--- src/pkg/emp_consts.svh ---
// Constants of the external memory port: register offsets, fields, reset values.
// Assumes a 32-bit AXI4-Lite register bus and a 125 MHz peripheral clock.
//
// Notes on behaviour
// - Each off-chip space has its own wait, mode, divide, hold, polarity, width set.
// - Each off-chip space selects an 8-bit or 16-bit external data path.
// - 16-bit data, 20-bit address; packing fetches 16- or 24-bit words on any width.
// - Four banks sized in 64K-word pages, each with its own active-low select.
// - Reset boundaries: bank0 pages 1-63, bank1 64-127, bank2 128-191, bank3 192-254.
// - I/O space: 256 pages of 1024; pages 0-31 on-chip, 32-255 assert I/O select.
// - Boot space is one off-chip bank of 254 pages with its own select.
// - Core and DMA peripherals both request external access; the unit arbitrates.
// - External bus request has lowest priority; granted only with no internal request.
// - Grant follows request by at least three peripheral clock cycles.
// - On granting, float address, data, selects and strobes, then assert grant.
// - While granted away, external core accesses stall.
// - No grant between two external reads of one instruction; allowed read-to-write.
// - Request released: drop grant, drive bus again, resume stalled access.
// - The request/grant handshake works always, also while reset is asserted.
// - Held-off output asserts when an access is ready but the bus is granted away.
// - A configuration option reserves the interface for the core alone.
// - Strobe widths depend on the core to peripheral clock ratio.
`ifndef EMP_CONSTS_SVH
`define EMP_CONSTS_SVH

// Register byte offsets
`define EMP_OFS_CFG0      8'h00
`define EMP_OFS_CFG_LAST  8'h14
`define EMP_OFS_BOUND     8'h18
`define EMP_OFS_CTRL      8'h1C
`define EMP_OFS_STAT      8'h20

// Access-parameter fields
`define EMP_F_RDWAIT      3:0
`define EMP_F_WRWAIT      7:4
`define EMP_F_ACKMODE     8
`define EMP_F_CLKDIV      10:9
`define EMP_F_HOLDEXT     11
`define EMP_F_POLHIGH     12
`define EMP_F_WIDE        13
`define EMP_CFG_W         14
`define EMP_CFG_RST       14'h2033

// Control fields
`define EMP_F_EXCL        0
`define EMP_F_RATIO       2:1
`define EMP_CTRL_RST      3'h0

// Bank boundaries, start pages of banks 1..3 and last page of bank 3
`define EMP_BOUND_RST     32'hFEC08040
`define EMP_BANK0_FIRST   8'h01
`define EMP_IO_FIRST_EXT  8'h20
`define EMP_BOOT_PAGES    8'hFE

// Space indices into the parameter sets
`define EMP_IDX_IO        3'h4
`define EMP_IDX_BOOT      3'h5

`endif

--- src/pkg/emp_pkg.sv ---
// Types of the external memory port.
// Assumes the constants header is compiled alongside.
`default_nettype none

package emp_pkg;

	typedef enum logic [2:0]
	{
		MEM_IDLE   = 3'b000,
		MEM_SETUP  = 3'b001,
		MEM_STROBE = 3'b010,
		MEM_ACKW   = 3'b011,
		MEM_HOLD   = 3'b100,
		MEM_DONE   = 3'b101
	} emp_mem_st_t;

	typedef enum logic [1:0]
	{
		GR_OWN     = 2'b00,
		GR_FLOAT   = 2'b01,
		GR_GIVEN   = 2'b10,
		GR_RECLAIM = 2'b11
	} emp_gr_st_t;

	typedef enum logic [1:0]
	{
		SP_MEM  = 2'b00,
		SP_IO   = 2'b01,
		SP_BOOT = 2'b10
	} emp_space_t;

endpackage : emp_pkg

`default_nettype wire

--- src/design/emp_ext_mem_unit.sv ---
// External memory port: arbitration, paged decode, packing, strobes, bus grant.
// Assumes requesters hold req and payload until ack; pins arrive asynchronously.
//
// Implementation choices: the address map and the AXI4-Lite slave port.
`default_nettype none
`include "emp_consts.svh"

module emp_ext_mem_unit
	import emp_pkg::*;
(
	// Clock and reset
	input  wire logic        aclk,
	input  wire logic        aresetn,
	// AXI4-Lite slave
	input  wire logic [7:0]  s_axi_awaddr,
	input  wire logic        s_axi_awvalid,
	output logic             s_axi_awready,
	input  wire logic [31:0] s_axi_wdata,
	input  wire logic [3:0]  s_axi_wstrb,
	input  wire logic        s_axi_wvalid,
	output logic             s_axi_wready,
	output logic [1:0]       s_axi_bresp,
	output logic             s_axi_bvalid,
	input  wire logic        s_axi_bready,
	input  wire logic [7:0]  s_axi_araddr,
	input  wire logic        s_axi_arvalid,
	output logic             s_axi_arready,
	output logic [31:0]      s_axi_rdata,
	output logic [1:0]       s_axi_rresp,
	output logic             s_axi_rvalid,
	input  wire logic        s_axi_rready,
	// Core request port
	input  wire logic        core_req,
	input  wire logic        core_we,
	input  wire logic [1:0]  core_space,
	input  wire logic [23:0] core_addr,
	input  wire logic [23:0] core_wdata,
	input  wire logic        core_w24,
	input  wire logic        core_lock,
	output logic             core_ack,
	output logic             core_err,
	output logic [23:0]      core_rdata,
	output logic             core_stall,
	// DMA request port
	input  wire logic        dma_req,
	input  wire logic        dma_we,
	input  wire logic [1:0]  dma_space,
	input  wire logic [23:0] dma_addr,
	input  wire logic [23:0] dma_wdata,
	input  wire logic        dma_w24,
	output logic             dma_ack,
	output logic             dma_err,
	output logic [23:0]      dma_rdata,
	// External bus pins
	output logic [19:0]      ext_addr_o,
	output logic             ext_addr_oe,
	output logic [15:0]      ext_data_o,
	output logic             ext_data_oe,
	input  wire logic [15:0] ext_data_i,
	output logic [3:0]       bank_select_n,
	output logic             io_space_select_n,
	output logic             boot_space_select_n,
	output logic             ext_rd_strobe,
	output logic             ext_wr_strobe,
	output logic             ext_ctl_oe,
	input  wire logic        ext_ready_i,
	// Bus request and grant
	input  wire logic        ext_bus_req_n,
	output logic             ext_bus_grant_n,
	output logic             grant_held_off_n
);

////////////////////////////////////////////////////////////////////////////////
// Registers and pin synchronisers

	logic [`EMP_CFG_W-1:0] cfg_reg [0:5];
	logic [31:0]           bound_reg;
	logic [2:0]            ctrl_reg;

	logic [15:0] data_s1_reg, data_s2_reg;
	logic        rdy_s1_reg, rdy_s2_reg;
	logic        breq_s1_reg, breq_s2_reg;

	always_ff @(posedge aclk)
	begin
		data_s1_reg <= ext_data_i;
		data_s2_reg <= data_s1_reg;
		rdy_s1_reg  <= ext_ready_i;
		rdy_s2_reg  <= rdy_s1_reg;
		// Not reset: the handshake must keep running while reset is held
		breq_s1_reg <= ~ext_bus_req_n;
		breq_s2_reg <= breq_s1_reg;
	end

////////////////////////////////////////////////////////////////////////////////
// Request selection and decode

	emp_mem_st_t mem_st_reg;
	emp_gr_st_t  gr_st_reg;
	logic        lock_reg;

	logic        excl;
	logic        dma_live;
	logic        pick_core;
	logic        pick_dma;
	logic        m_we;
	logic [1:0]  m_space;
	logic [23:0] m_addr;
	logic        m_w24;
	logic [7:0]  page;
	logic [7:0]  io_page;
	logic [2:0]  cfg_idx;
	logic        off_chip;
	logic [3:0]  bank_hot;

	assign excl     = ctrl_reg[`EMP_F_EXCL];
	assign dma_live = dma_req & ~excl;
	assign pick_core = core_req;
	assign pick_dma  = ~core_req & dma_live;
	assign m_we      = pick_core ? core_we : dma_we;
	assign m_space   = pick_core ? core_space : dma_space;
	assign m_addr    = pick_core ? core_addr : dma_addr;
	assign m_w24     = pick_core ? core_w24 : dma_w24;
	assign page      = m_addr[23:16];
	assign io_page   = m_addr[17:10];

	always_comb
	begin
		bank_hot = 4'h0;
		cfg_idx  = 3'h0;
		off_chip = 1'b0;
		case (m_space)
			SP_MEM:
			begin
				if (page >= `EMP_BANK0_FIRST && page < bound_reg[7:0])
					bank_hot = 4'h1;
				else if (page >= bound_reg[7:0] && page < bound_reg[15:8])
					bank_hot = 4'h2;
				else if (page >= bound_reg[15:8] && page < bound_reg[23:16])
					bank_hot = 4'h4;
				else if (page >= bound_reg[23:16] && page <= bound_reg[31:24])
					bank_hot = 4'h8;
				off_chip = |bank_hot;
				cfg_idx  = {1'b0, bank_hot[3] | bank_hot[2], bank_hot[3] | bank_hot[1]};
			end
			SP_IO:
			begin
				off_chip = io_page >= `EMP_IO_FIRST_EXT;
				cfg_idx  = `EMP_IDX_IO;
			end
			SP_BOOT:
			begin
				off_chip = page < `EMP_BOOT_PAGES;
				cfg_idx  = `EMP_IDX_BOOT;
			end
			default:
			begin
				off_chip = 1'b0;
			end
		endcase
	end

	// packing: transfers per word and packed base address
	logic [`EMP_CFG_W-1:0] n_cfg;
	logic [1:0]            n_count;
	logic [19:0]           w_x2;
	logic [19:0]           n_base;

	assign n_cfg = cfg_reg[cfg_idx];
	assign w_x2  = {m_addr[18:0], 1'b0};

	always_comb
	begin
		if (n_cfg[`EMP_F_WIDE])
		begin
			n_count = m_w24 ? 2'd2 : 2'd1;
			n_base  = m_w24 ? w_x2 : m_addr[19:0];
		end
		else
		begin
			n_count = m_w24 ? 2'd3 : 2'd2;
			n_base  = m_w24 ? w_x2 + m_addr[19:0] : w_x2;
		end
	end

////////////////////////////////////////////////////////////////////////////////
// Access engine

	logic                  cur_core_reg, cur_we_reg, cur_w24_reg;
	logic [`EMP_CFG_W-1:0] cur_cfg_reg;
	logic [3:0]            cur_bank_reg;
	logic [1:0]            cur_space_reg;
	logic [19:0]           cur_base_reg;
	logic [23:0]           cur_wdata_reg;
	logic [23:0]           rbuf_reg;
	logic [1:0]            idx_reg, cnt_total_reg;
	logic [7:0]            str_cnt_reg;
	logic                  owns_bus;
	logic                  any_req;

	assign owns_bus = gr_st_reg == GR_OWN;
	assign any_req  = core_req | dma_live;

	logic [3:0] cur_wait;
	logic [7:0] str_len;
	assign cur_wait = cur_we_reg ? cur_cfg_reg[`EMP_F_WRWAIT] : cur_cfg_reg[`EMP_F_RDWAIT];
	assign str_len  = ({4'h0, cur_wait} << cur_cfg_reg[`EMP_F_CLKDIV])
		+ {6'h00, ctrl_reg[`EMP_F_RATIO]} + 8'h01;

	logic [15:0] wr_word;
	always_comb
	begin
		if (cur_cfg_reg[`EMP_F_WIDE])
			wr_word = (idx_reg == 2'd0) ? cur_wdata_reg[15:0] : {8'h00, cur_wdata_reg[23:16]};
		else
			wr_word = {8'h00, cur_wdata_reg[8*idx_reg +: 8]};
	end

	logic strobe_on;
	logic last_xfer;
	assign last_xfer = idx_reg + 2'd1 == cnt_total_reg;

	always_ff @(posedge aclk)
	begin
		if (!aresetn)
		begin
			mem_st_reg    <= MEM_IDLE;
			cur_core_reg  <= 1'b0;
			cur_we_reg    <= 1'b0;
			cur_w24_reg   <= 1'b0;
			cur_cfg_reg   <= `EMP_CFG_RST;
			cur_bank_reg  <= 4'h0;
			cur_space_reg <= SP_MEM;
			cur_base_reg  <= 20'h00000;
			cur_wdata_reg <= 24'h000000;
			rbuf_reg      <= 24'h000000;
			idx_reg       <= 2'd0;
			cnt_total_reg <= 2'd1;
			str_cnt_reg   <= 8'h00;
			strobe_on     <= 1'b0;
			core_ack      <= 1'b0;
			core_err      <= 1'b0;
			dma_ack       <= 1'b0;
			dma_err       <= 1'b0;
			core_rdata    <= 24'h000000;
			dma_rdata     <= 24'h000000;
			ext_data_oe   <= 1'b0;
		end
		else
		begin
			core_ack <= 1'b0;
			core_err <= 1'b0;
			dma_ack  <= 1'b0;
			dma_err  <= 1'b0;
			case (mem_st_reg)
				MEM_IDLE:
				begin
					// wait while granted, resume on reclaim
					if (owns_bus && any_req && !core_ack && !dma_ack)
					begin
						cur_core_reg  <= pick_core;
						cur_we_reg    <= m_we;
						cur_w24_reg   <= m_w24;
						cur_cfg_reg   <= n_cfg;
						cur_bank_reg  <= bank_hot;
						cur_space_reg <= m_space;
						cur_base_reg  <= n_base;
						cur_wdata_reg <= pick_core ? core_wdata : dma_wdata;
						cnt_total_reg <= n_count;
						idx_reg       <= 2'd0;
						rbuf_reg      <= 24'h000000;
						if (off_chip)
							mem_st_reg <= MEM_SETUP;
						else
						begin
							// Off-chip decode miss: answered at once with error
							core_ack <= pick_core;
							core_err <= pick_core;
							dma_ack  <= pick_dma;
							dma_err  <= pick_dma;
						end
					end
				end
				MEM_SETUP:
				begin
					str_cnt_reg <= str_len;
					strobe_on   <= 1'b1;
					ext_data_oe <= cur_we_reg;
					mem_st_reg  <= MEM_STROBE;
				end
				MEM_STROBE:
				begin
					if (str_cnt_reg > 8'h01)
						str_cnt_reg <= str_cnt_reg - 8'h01;
					else if (cur_cfg_reg[`EMP_F_ACKMODE] && !rdy_s2_reg)
						mem_st_reg <= MEM_ACKW;
					else
						mem_st_reg <= MEM_HOLD;
				end
				MEM_ACKW:
				begin
					if (rdy_s2_reg)
						mem_st_reg <= MEM_HOLD;
				end
				MEM_HOLD:
				begin
					if (strobe_on && !cur_we_reg)
					begin
						if (cur_cfg_reg[`EMP_F_WIDE] && idx_reg == 2'd0)
							rbuf_reg[15:0] <= data_s2_reg;
						else if (cur_cfg_reg[`EMP_F_WIDE])
							rbuf_reg[23:16] <= data_s2_reg[7:0];
						else
							rbuf_reg[8*idx_reg +: 8] <= data_s2_reg[7:0];
					end
					strobe_on <= 1'b0;
					// Write hold extension keeps data one cycle past the strobe
					if (strobe_on && cur_we_reg && cur_cfg_reg[`EMP_F_HOLDEXT])
						mem_st_reg <= MEM_HOLD;
					else
					begin
						ext_data_oe <= 1'b0;
						if (last_xfer)
							mem_st_reg <= MEM_DONE;
						else
						begin
							idx_reg    <= idx_reg + 2'd1;
							mem_st_reg <= MEM_SETUP;
						end
					end
				end
				MEM_DONE:
				begin
					core_ack   <= cur_core_reg;
					dma_ack    <= ~cur_core_reg;
					core_rdata <= cur_core_reg ? rbuf_reg : core_rdata;
					dma_rdata  <= cur_core_reg ? dma_rdata : rbuf_reg;
					mem_st_reg <= MEM_IDLE;
				end
				default:
				begin
					mem_st_reg <= MEM_IDLE;
				end
			endcase
		end
	end

	always_ff @(posedge aclk)
	begin
		if (!aresetn)
			lock_reg <= 1'b0;
		else if (mem_st_reg == MEM_DONE && cur_core_reg)
			lock_reg <= ~cur_we_reg & core_lock & ~lock_reg;
	end

	// Pin drivers, selects inactive outside an access
	logic in_xfer;
	assign in_xfer = mem_st_reg != MEM_IDLE && mem_st_reg != MEM_DONE;

	always_ff @(posedge aclk)
	begin
		if (!aresetn)
		begin
			ext_addr_o          <= 20'h00000;
			ext_data_o          <= 16'h0000;
			bank_select_n       <= 4'hF;
			io_space_select_n   <= 1'b1;
			boot_space_select_n <= 1'b1;
			ext_rd_strobe       <= 1'b1;
			ext_wr_strobe       <= 1'b1;
		end
		else
		begin
			ext_addr_o <= cur_base_reg + {18'h00000, idx_reg};
			ext_data_o <= wr_word;
			bank_select_n       <= ~(cur_bank_reg & {4{in_xfer && cur_space_reg == SP_MEM}});
			io_space_select_n   <= ~(in_xfer && cur_space_reg == SP_IO);
			boot_space_select_n <= ~(in_xfer && cur_space_reg == SP_BOOT);
			// strobe polarity
			// Active-low by default: idle level must match the reset value
			ext_rd_strobe <= cur_cfg_reg[`EMP_F_POLHIGH] ^ (~strobe_on | cur_we_reg);
			ext_wr_strobe <= cur_cfg_reg[`EMP_F_POLHIGH] ^ (~strobe_on | ~cur_we_reg);
		end
	end

////////////////////////////////////////////////////////////////////////////////
// Bus request and grant

	// reset only settles the handshake when no request is pending
	always_ff @(posedge aclk)
	begin
		if (!aresetn && !breq_s2_reg)
		begin
			gr_st_reg        <= GR_OWN;
			ext_bus_grant_n  <= 1'b1;
			ext_addr_oe      <= 1'b1;
			ext_ctl_oe       <= 1'b1;
		end
		else
		begin
			case (gr_st_reg)
				GR_OWN:
				begin
					// lowest priority, after two sync stages
					if (breq_s2_reg && mem_st_reg == MEM_IDLE && !any_req
						&& (!lock_reg || !aresetn))
					begin
						ext_addr_oe <= 1'b0;
						ext_ctl_oe  <= 1'b0;
						gr_st_reg   <= GR_FLOAT;
					end
				end
				GR_FLOAT:
				begin
					ext_bus_grant_n <= 1'b0;
					gr_st_reg       <= GR_GIVEN;
				end
				GR_GIVEN:
				begin
					if (!breq_s2_reg)
					begin
						ext_bus_grant_n <= 1'b1;
						gr_st_reg       <= GR_RECLAIM;
					end
				end
				GR_RECLAIM:
				begin
					ext_addr_oe <= 1'b1;
					ext_ctl_oe  <= 1'b1;
					gr_st_reg   <= GR_OWN;
				end
				default:
				begin
					gr_st_reg <= GR_OWN;
				end
			endcase
		end
	end

	always_ff @(posedge aclk)
	begin
		if (!aresetn)
		begin
			core_stall       <= 1'b0;
			grant_held_off_n <= 1'b1;
		end
		else
		begin
			core_stall       <= core_req & ~owns_bus;
			grant_held_off_n <= ~(any_req & ~owns_bus);
		end
	end

////////////////////////////////////////////////////////////////////////////////
// AXI4-Lite register slave

	logic        aw_have_reg, w_have_reg;
	logic [7:0]  awaddr_q_reg;
	logic [31:0] wdata_q_reg;
	logic [3:0]  wstrb_q_reg;
	logic        wr_fire, aw_have_next, w_have_next;

	assign wr_fire      = aw_have_reg & w_have_reg & ~s_axi_bvalid;
	assign aw_have_next = (s_axi_awvalid & s_axi_awready) | (aw_have_reg & ~wr_fire);
	assign w_have_next  = (s_axi_wvalid & s_axi_wready) | (w_have_reg & ~wr_fire);

	function automatic logic [31:0] merge(input logic [31:0] old, input logic [31:0] nw,
		input logic [3:0] strb);
		logic [31:0] r;
		r = old;
		for (int i = 0; i < 4; i++)
			if (strb[i])
				r[8*i +: 8] = nw[8*i +: 8];
		return r;
	endfunction

	logic [31:0] wr_merged;
	logic        wr_cfg_hit;
	logic [2:0]  wr_cfg_idx;
	assign wr_cfg_idx = awaddr_q_reg[4:2];
	assign wr_cfg_hit = awaddr_q_reg[1:0] == 2'b00 && awaddr_q_reg <= `EMP_OFS_CFG_LAST;

	always_comb
	begin
		if (wr_cfg_hit)
			wr_merged = merge({18'h00000, cfg_reg[wr_cfg_idx]}, wdata_q_reg, wstrb_q_reg);
		else if (awaddr_q_reg == `EMP_OFS_BOUND)
			wr_merged = merge(bound_reg, wdata_q_reg, wstrb_q_reg);
		else
			wr_merged = merge({29'h00000000, ctrl_reg}, wdata_q_reg, wstrb_q_reg);
	end

	always_ff @(posedge aclk)
	begin
		if (!aresetn)
		begin
			aw_have_reg   <= 1'b0;
			w_have_reg    <= 1'b0;
			awaddr_q_reg  <= 8'h00;
			wdata_q_reg   <= 32'h00000000;
			wstrb_q_reg   <= 4'h0;
			s_axi_awready <= 1'b0;
			s_axi_wready  <= 1'b0;
			s_axi_bvalid  <= 1'b0;
			s_axi_bresp   <= 2'b00;
		end
		else
		begin
			aw_have_reg   <= aw_have_next;
			w_have_reg    <= w_have_next;
			s_axi_awready <= ~aw_have_next;
			s_axi_wready  <= ~w_have_next;
			if (s_axi_awvalid && s_axi_awready)
				awaddr_q_reg <= s_axi_awaddr;
			if (s_axi_wvalid && s_axi_wready)
			begin
				wdata_q_reg <= s_axi_wdata;
				wstrb_q_reg <= s_axi_wstrb;
			end
			if (wr_fire)
			begin
				s_axi_bvalid <= 1'b1;
				s_axi_bresp  <= (wr_cfg_hit || awaddr_q_reg == `EMP_OFS_BOUND
					|| awaddr_q_reg == `EMP_OFS_CTRL) ? 2'b00 : 2'b10;
			end
			else if (s_axi_bready)
				s_axi_bvalid <= 1'b0;
		end
	end

	always_ff @(posedge aclk)
	begin
		if (!aresetn)
		begin
			for (int i = 0; i < 6; i++)
				cfg_reg[i] <= `EMP_CFG_RST;
			bound_reg <= `EMP_BOUND_RST;
			ctrl_reg  <= `EMP_CTRL_RST;
		end
		else if (wr_fire)
		begin
			if (wr_cfg_hit)
				cfg_reg[wr_cfg_idx] <= wr_merged[`EMP_CFG_W-1:0];
			else if (awaddr_q_reg == `EMP_OFS_BOUND)
				bound_reg <= wr_merged;
			else if (awaddr_q_reg == `EMP_OFS_CTRL)
				ctrl_reg <= wr_merged[2:0];
		end
	end

	logic [31:0] rd_word;
	logic        rd_ok;
	always_comb
	begin
		rd_ok   = 1'b1;
		rd_word = 32'h00000000;
		if (s_axi_araddr[1:0] == 2'b00 && s_axi_araddr <= `EMP_OFS_CFG_LAST)
			rd_word = {18'h00000, cfg_reg[s_axi_araddr[4:2]]};
		else if (s_axi_araddr == `EMP_OFS_BOUND)
			rd_word = bound_reg;
		else if (s_axi_araddr == `EMP_OFS_CTRL)
			rd_word = {29'h00000000, ctrl_reg};
		else if (s_axi_araddr == `EMP_OFS_STAT)
			rd_word = {27'h0000000, lock_reg, in_xfer, ~grant_held_off_n,
				~ext_bus_grant_n, breq_s2_reg};
		else
			rd_ok = 1'b0;
	end

	always_ff @(posedge aclk)
	begin
		if (!aresetn)
		begin
			s_axi_arready <= 1'b1;
			s_axi_rvalid  <= 1'b0;
			s_axi_rdata   <= 32'h00000000;
			s_axi_rresp   <= 2'b00;
		end
		else if (s_axi_arvalid && s_axi_arready)
		begin
			s_axi_arready <= 1'b0;
			s_axi_rvalid  <= 1'b1;
			s_axi_rdata   <= rd_word;
			s_axi_rresp   <= rd_ok ? 2'b00 : 2'b10;
		end
		else if (s_axi_rvalid && s_axi_rready)
		begin
			s_axi_rvalid  <= 1'b0;
			s_axi_arready <= 1'b1;
		end
	end

endmodule // emp_ext_mem_unit

`default_nettype wire

--- config.mk ---
export PLATFORM = sky130hd
export DESIGN_NAME = emp_ext_mem_unit
export DESIGN_NICKNAME = d
export VERILOG_FILES = /design/src/pkg/emp_pkg.sv /design/src/design/emp_ext_mem_unit.sv
export VERILOG_INCLUDE_DIRS = /design/src /design/src/pkg
export SDC_FILE = /design/constraint.sdc
export NUM_CORES = 1
export LEC_CHECK = 0
export BUFFER_PORTS_ARGS = -buffer_cell sky130_fd_sc_hd__clkbuf_2
export CELL_PAD_IN_SITES_DETAIL_PLACEMENT = 1
export CELL_PAD_IN_SITES_GLOBAL_PLACEMENT = 1
export CORE_ASPECT_RATIO = 1.25
export CORE_MARGIN = 2
export CORE_UTILIZATION = 44
export DETAILED_ROUTE_END_ITERATION = 10
export GPL_TIMING_DRIVEN = 0
export PLACE_DENSITY = 0.86
export SLEW_MARGIN = 20
export SYNTH_ARGS = -nofsm -noshare
export SYNTH_HDL_FRONTEND = slang
export SYNTH_SLANG_ARGS = --single-unit
--- constraint.sdc ---
create_clock -name aclk -period 7 [get_ports aclk]
set_input_delay 1.05 -clock aclk [delete_from_list [all_inputs] [get_ports aclk]]
set_output_delay 1.05 -clock aclk [all_outputs]
set_load 0.005 [all_outputs]
==> impl_metrics.tcl <==
set metrics [dict create \
    status "complete, no violations" \
    routed_wl_um 89510 \
    min_path_type "flop to flop" \
    cts_resized 0 \
    vias_per_cell 5.949 \
    total_power_mw 8.348 \
    critPathKind "primary input to flop" \
    drt_pass1_iterations 5 \
    final_cell_count_no_fill 3577 \
    cp.required_ns 7.44 \
    grt_max_degree 15 \
    grt_pass1_vias 22340 \
    yosys_warnings 0 \
    worst_ep_arrival_time_ns 7.23 \
    grt_usage_pct 31.80 \
    path_max_fanout 10 \
    cp-start-kind "primary input" \
    cts_buffers 50 \
    place_ws_ns -0.3819 \
    clkLatencyLatePin_ns 0.62 \
    placed_cells 3483 \
    ant_nets 0 \
    drtIter0Drc 1487 \
    clkTransAtPathRegs_ns 0.06 \
    multiInputGateArea_mm2 0.01168 \
    htree_num_levels 2 \
    gp_congestion 0.9635 \
    postCtsSetupBuffers 0 \
    power_leakage_nw 10.57 \
    rsz0062_at_grt "false" \
    maxCapViolCount 0 \
    cts_tree "done" \
    placed_area_mm2 0.02586 \
    slew_headroom_pct 18.94 \
    p_per_area_mw_per_mm2 302.2 \
    syn_inst 2459 \
    worst_slack_ns 0.2053 \
    final-hold-violation-count 0 \
    numClockSinks 481 \
    antenna_found_initial 0 \
    io_pins 327 \
    routedWlPerCell_um 25.02 \
    regArea_mm2 0.01075 \
    slew_violations 0 \
    drive_above_1_share_pct 19.63 \
    portBuffers 321 \
    whs_ns 0.3267 \
    grt_remaining_overflow 0 \
    finalInstanceArea_mm2 0.02762 \
    largest_reg_flops 112 \
    drcViolationCount 0 \
    grt_pass1_wl_um 132300 \
    ctsHoldBuffers 0 \
    setup_viol 0 \
    std_cell_rows 94 \
    die_x_um 209.7 \
    synth_edf_count 112 \
    fp.dieArea_mm2 0.05474 \
    cts_buffer_depth 3 \
    seq_area_frac_synth_pct 46.21 \
    worst_setup_path_end_kind "flop" \
    ys_ff_latch 481 \
    syn-cell-area_mm2 0.02326 \
    fin_util_pct 52.66 \
    worstMarginPinSlew_ns 1.206 \
    num_vias 21280 \
    ir_worst_vdd_mv 0.1732 \
    synth-async-reset-ratio_pct 0 \
    die_h_um 261.1 \
    post-route-min-period_ns 6.795 \
    fill_cells 6105 \
    setup_tns_ns 0 \
    area_delta_synth_final_pct 18.74 \
    avgSynthCellArea_um2 9.461 \
    nets 3126 \
    final_cell_mix "dfxtp_1, nand2_1, clkbuf_2" \
    layout.cells.most_common "dfxtp_1" \
    cts-root-buf "clkbuf_16" \
    fmax_ghz 0.1472 \
    synth_cell_types 72 \
    ys.flop_type "dfxtp_1" \
    fin_skew_ns 0.02985 \
    finalCritPeriodShare_pct 97.07 \
    dp_hpwl_um 68570 \
    core-area_mm2 0.05246 \
    initial_core_util_pct 44.35 \
]
final timing paths:
path | slack (ns) | from | to | depth (start not counted)
setup reg to reg | 2.68 | bound_reg[13] | cnt_total_reg[0] | 16
hold / removal | 0.33 | data_s1_reg[1] | data_s2_reg[1] | 0
hold reg to reg | 0.33 | data_s1_reg[1] | data_s2_reg[1] | 0
setup / recovery | 0.21 | core_req | cnt_total_reg[0] | 20
worst max-delay path: stages:
cell and delay [ns]:
clkbuf_2 0.12, buf_6 0.25, clkbuf_1 0.59, clkbuf_1 0.58
mux2i_1 0.68, inv_1 0.39, ha_1 0.40, a41o_1 0.26
o21a_1 0.17, nand3b_1 0.20, a2111oi_0 0.57, a21o_1 0.22
buf_6 0.16, mux2_4 0.34, o32ai_4 0.42, or2_1 0.16
buf_2 0.19, inv_2 0.06, ha_1 0.27, o211ai_1 0.09
metal layers:
metal  GRT usage, %  part of all wire, %  up-vias
met5              0                    0        -
met4          19.19                  6.2        0
met3          5.121                  5.7      255
met2          58.31                   51      870
met1          34.56                   37    10610
li1               -                    -     9547
Yosys cell counts, drive strengths merged (6+ instances only):
library cell | instances | area, µm²
a21oi | 230 | 1151
nand2 | 361 | 1355
buf | 36 | 198.9
a221oi | 10 | 87.58
or4 | 6 | 45.04
mux2 | 30 | 345.3
xnor2 | 19 | 166.4
a222oi | 9 | 90.09
and2 | 28 | 175.2
or3 | 15 | 93.84
o21a | 8 | 60.06
o21ai | 105 | 525.5
nor3 | 45 | 230.2
mux4 | 72 | 1622
or2 | 17 | 106.4
nand2b | 15 | 93.84
mux2i | 121 | 1211
o211ai | 18 | 140.1
a22oi | 16 | 120.1
nand4 | 15 | 93.84
a31oi | 21 | 131.4
a311oi | 7 | 67.56
and3 | 9 | 56.30
nor2b | 14 | 87.58
a21o | 13 | 97.59
xor2 | 16 | 140.1
nor4 | 13 | 81.33
inv | 81 | 304.0
edfxtp | 112 | 3363
dfxtp | 369 | 7387
nand3 | 68 | 340.3
clkbuf | 123 | 461.7
a211oi | 57 | 457.9
ha | 76 | 950.9
nor2 | 255 | 959.7
final cells by class:
class                           count  area share, %
Inverter                           83          1.128
Tap cell                          672          3.044
Multi-Input combinational cell   1765          42.29
Clock buffer                       67          5.087
Sequential cell                   481          38.92
Buffer                            159          2.396
Antenna cell                        1       0.009059
Timing Repair Buffer              323          5.897
Clock inverter                     26          1.237
kinds of logic (layout without fill, tap and decap cells):
group	after synthesis	after routing	share of synthesized area (%)
mux	223	223	13.66
compound gates	526	526	13.87
fa+ha+maj	79	79	4.346
simple gates	872	872	16.40
xor+xnor	35	35	1.318
other cells	1	31	0.01612
flops	481	481	46.21
buf+inv	242	658	4.179
where the power goes:
group	internal (mW)	switching, mW	total (mW)
logic	0.731	1.37	2.10
clock network	1.65	1.18	2.83
registers	3.15	0.266	3.42
total	5.53	2.82	8.35
Power figures use the tool's default switching activity.
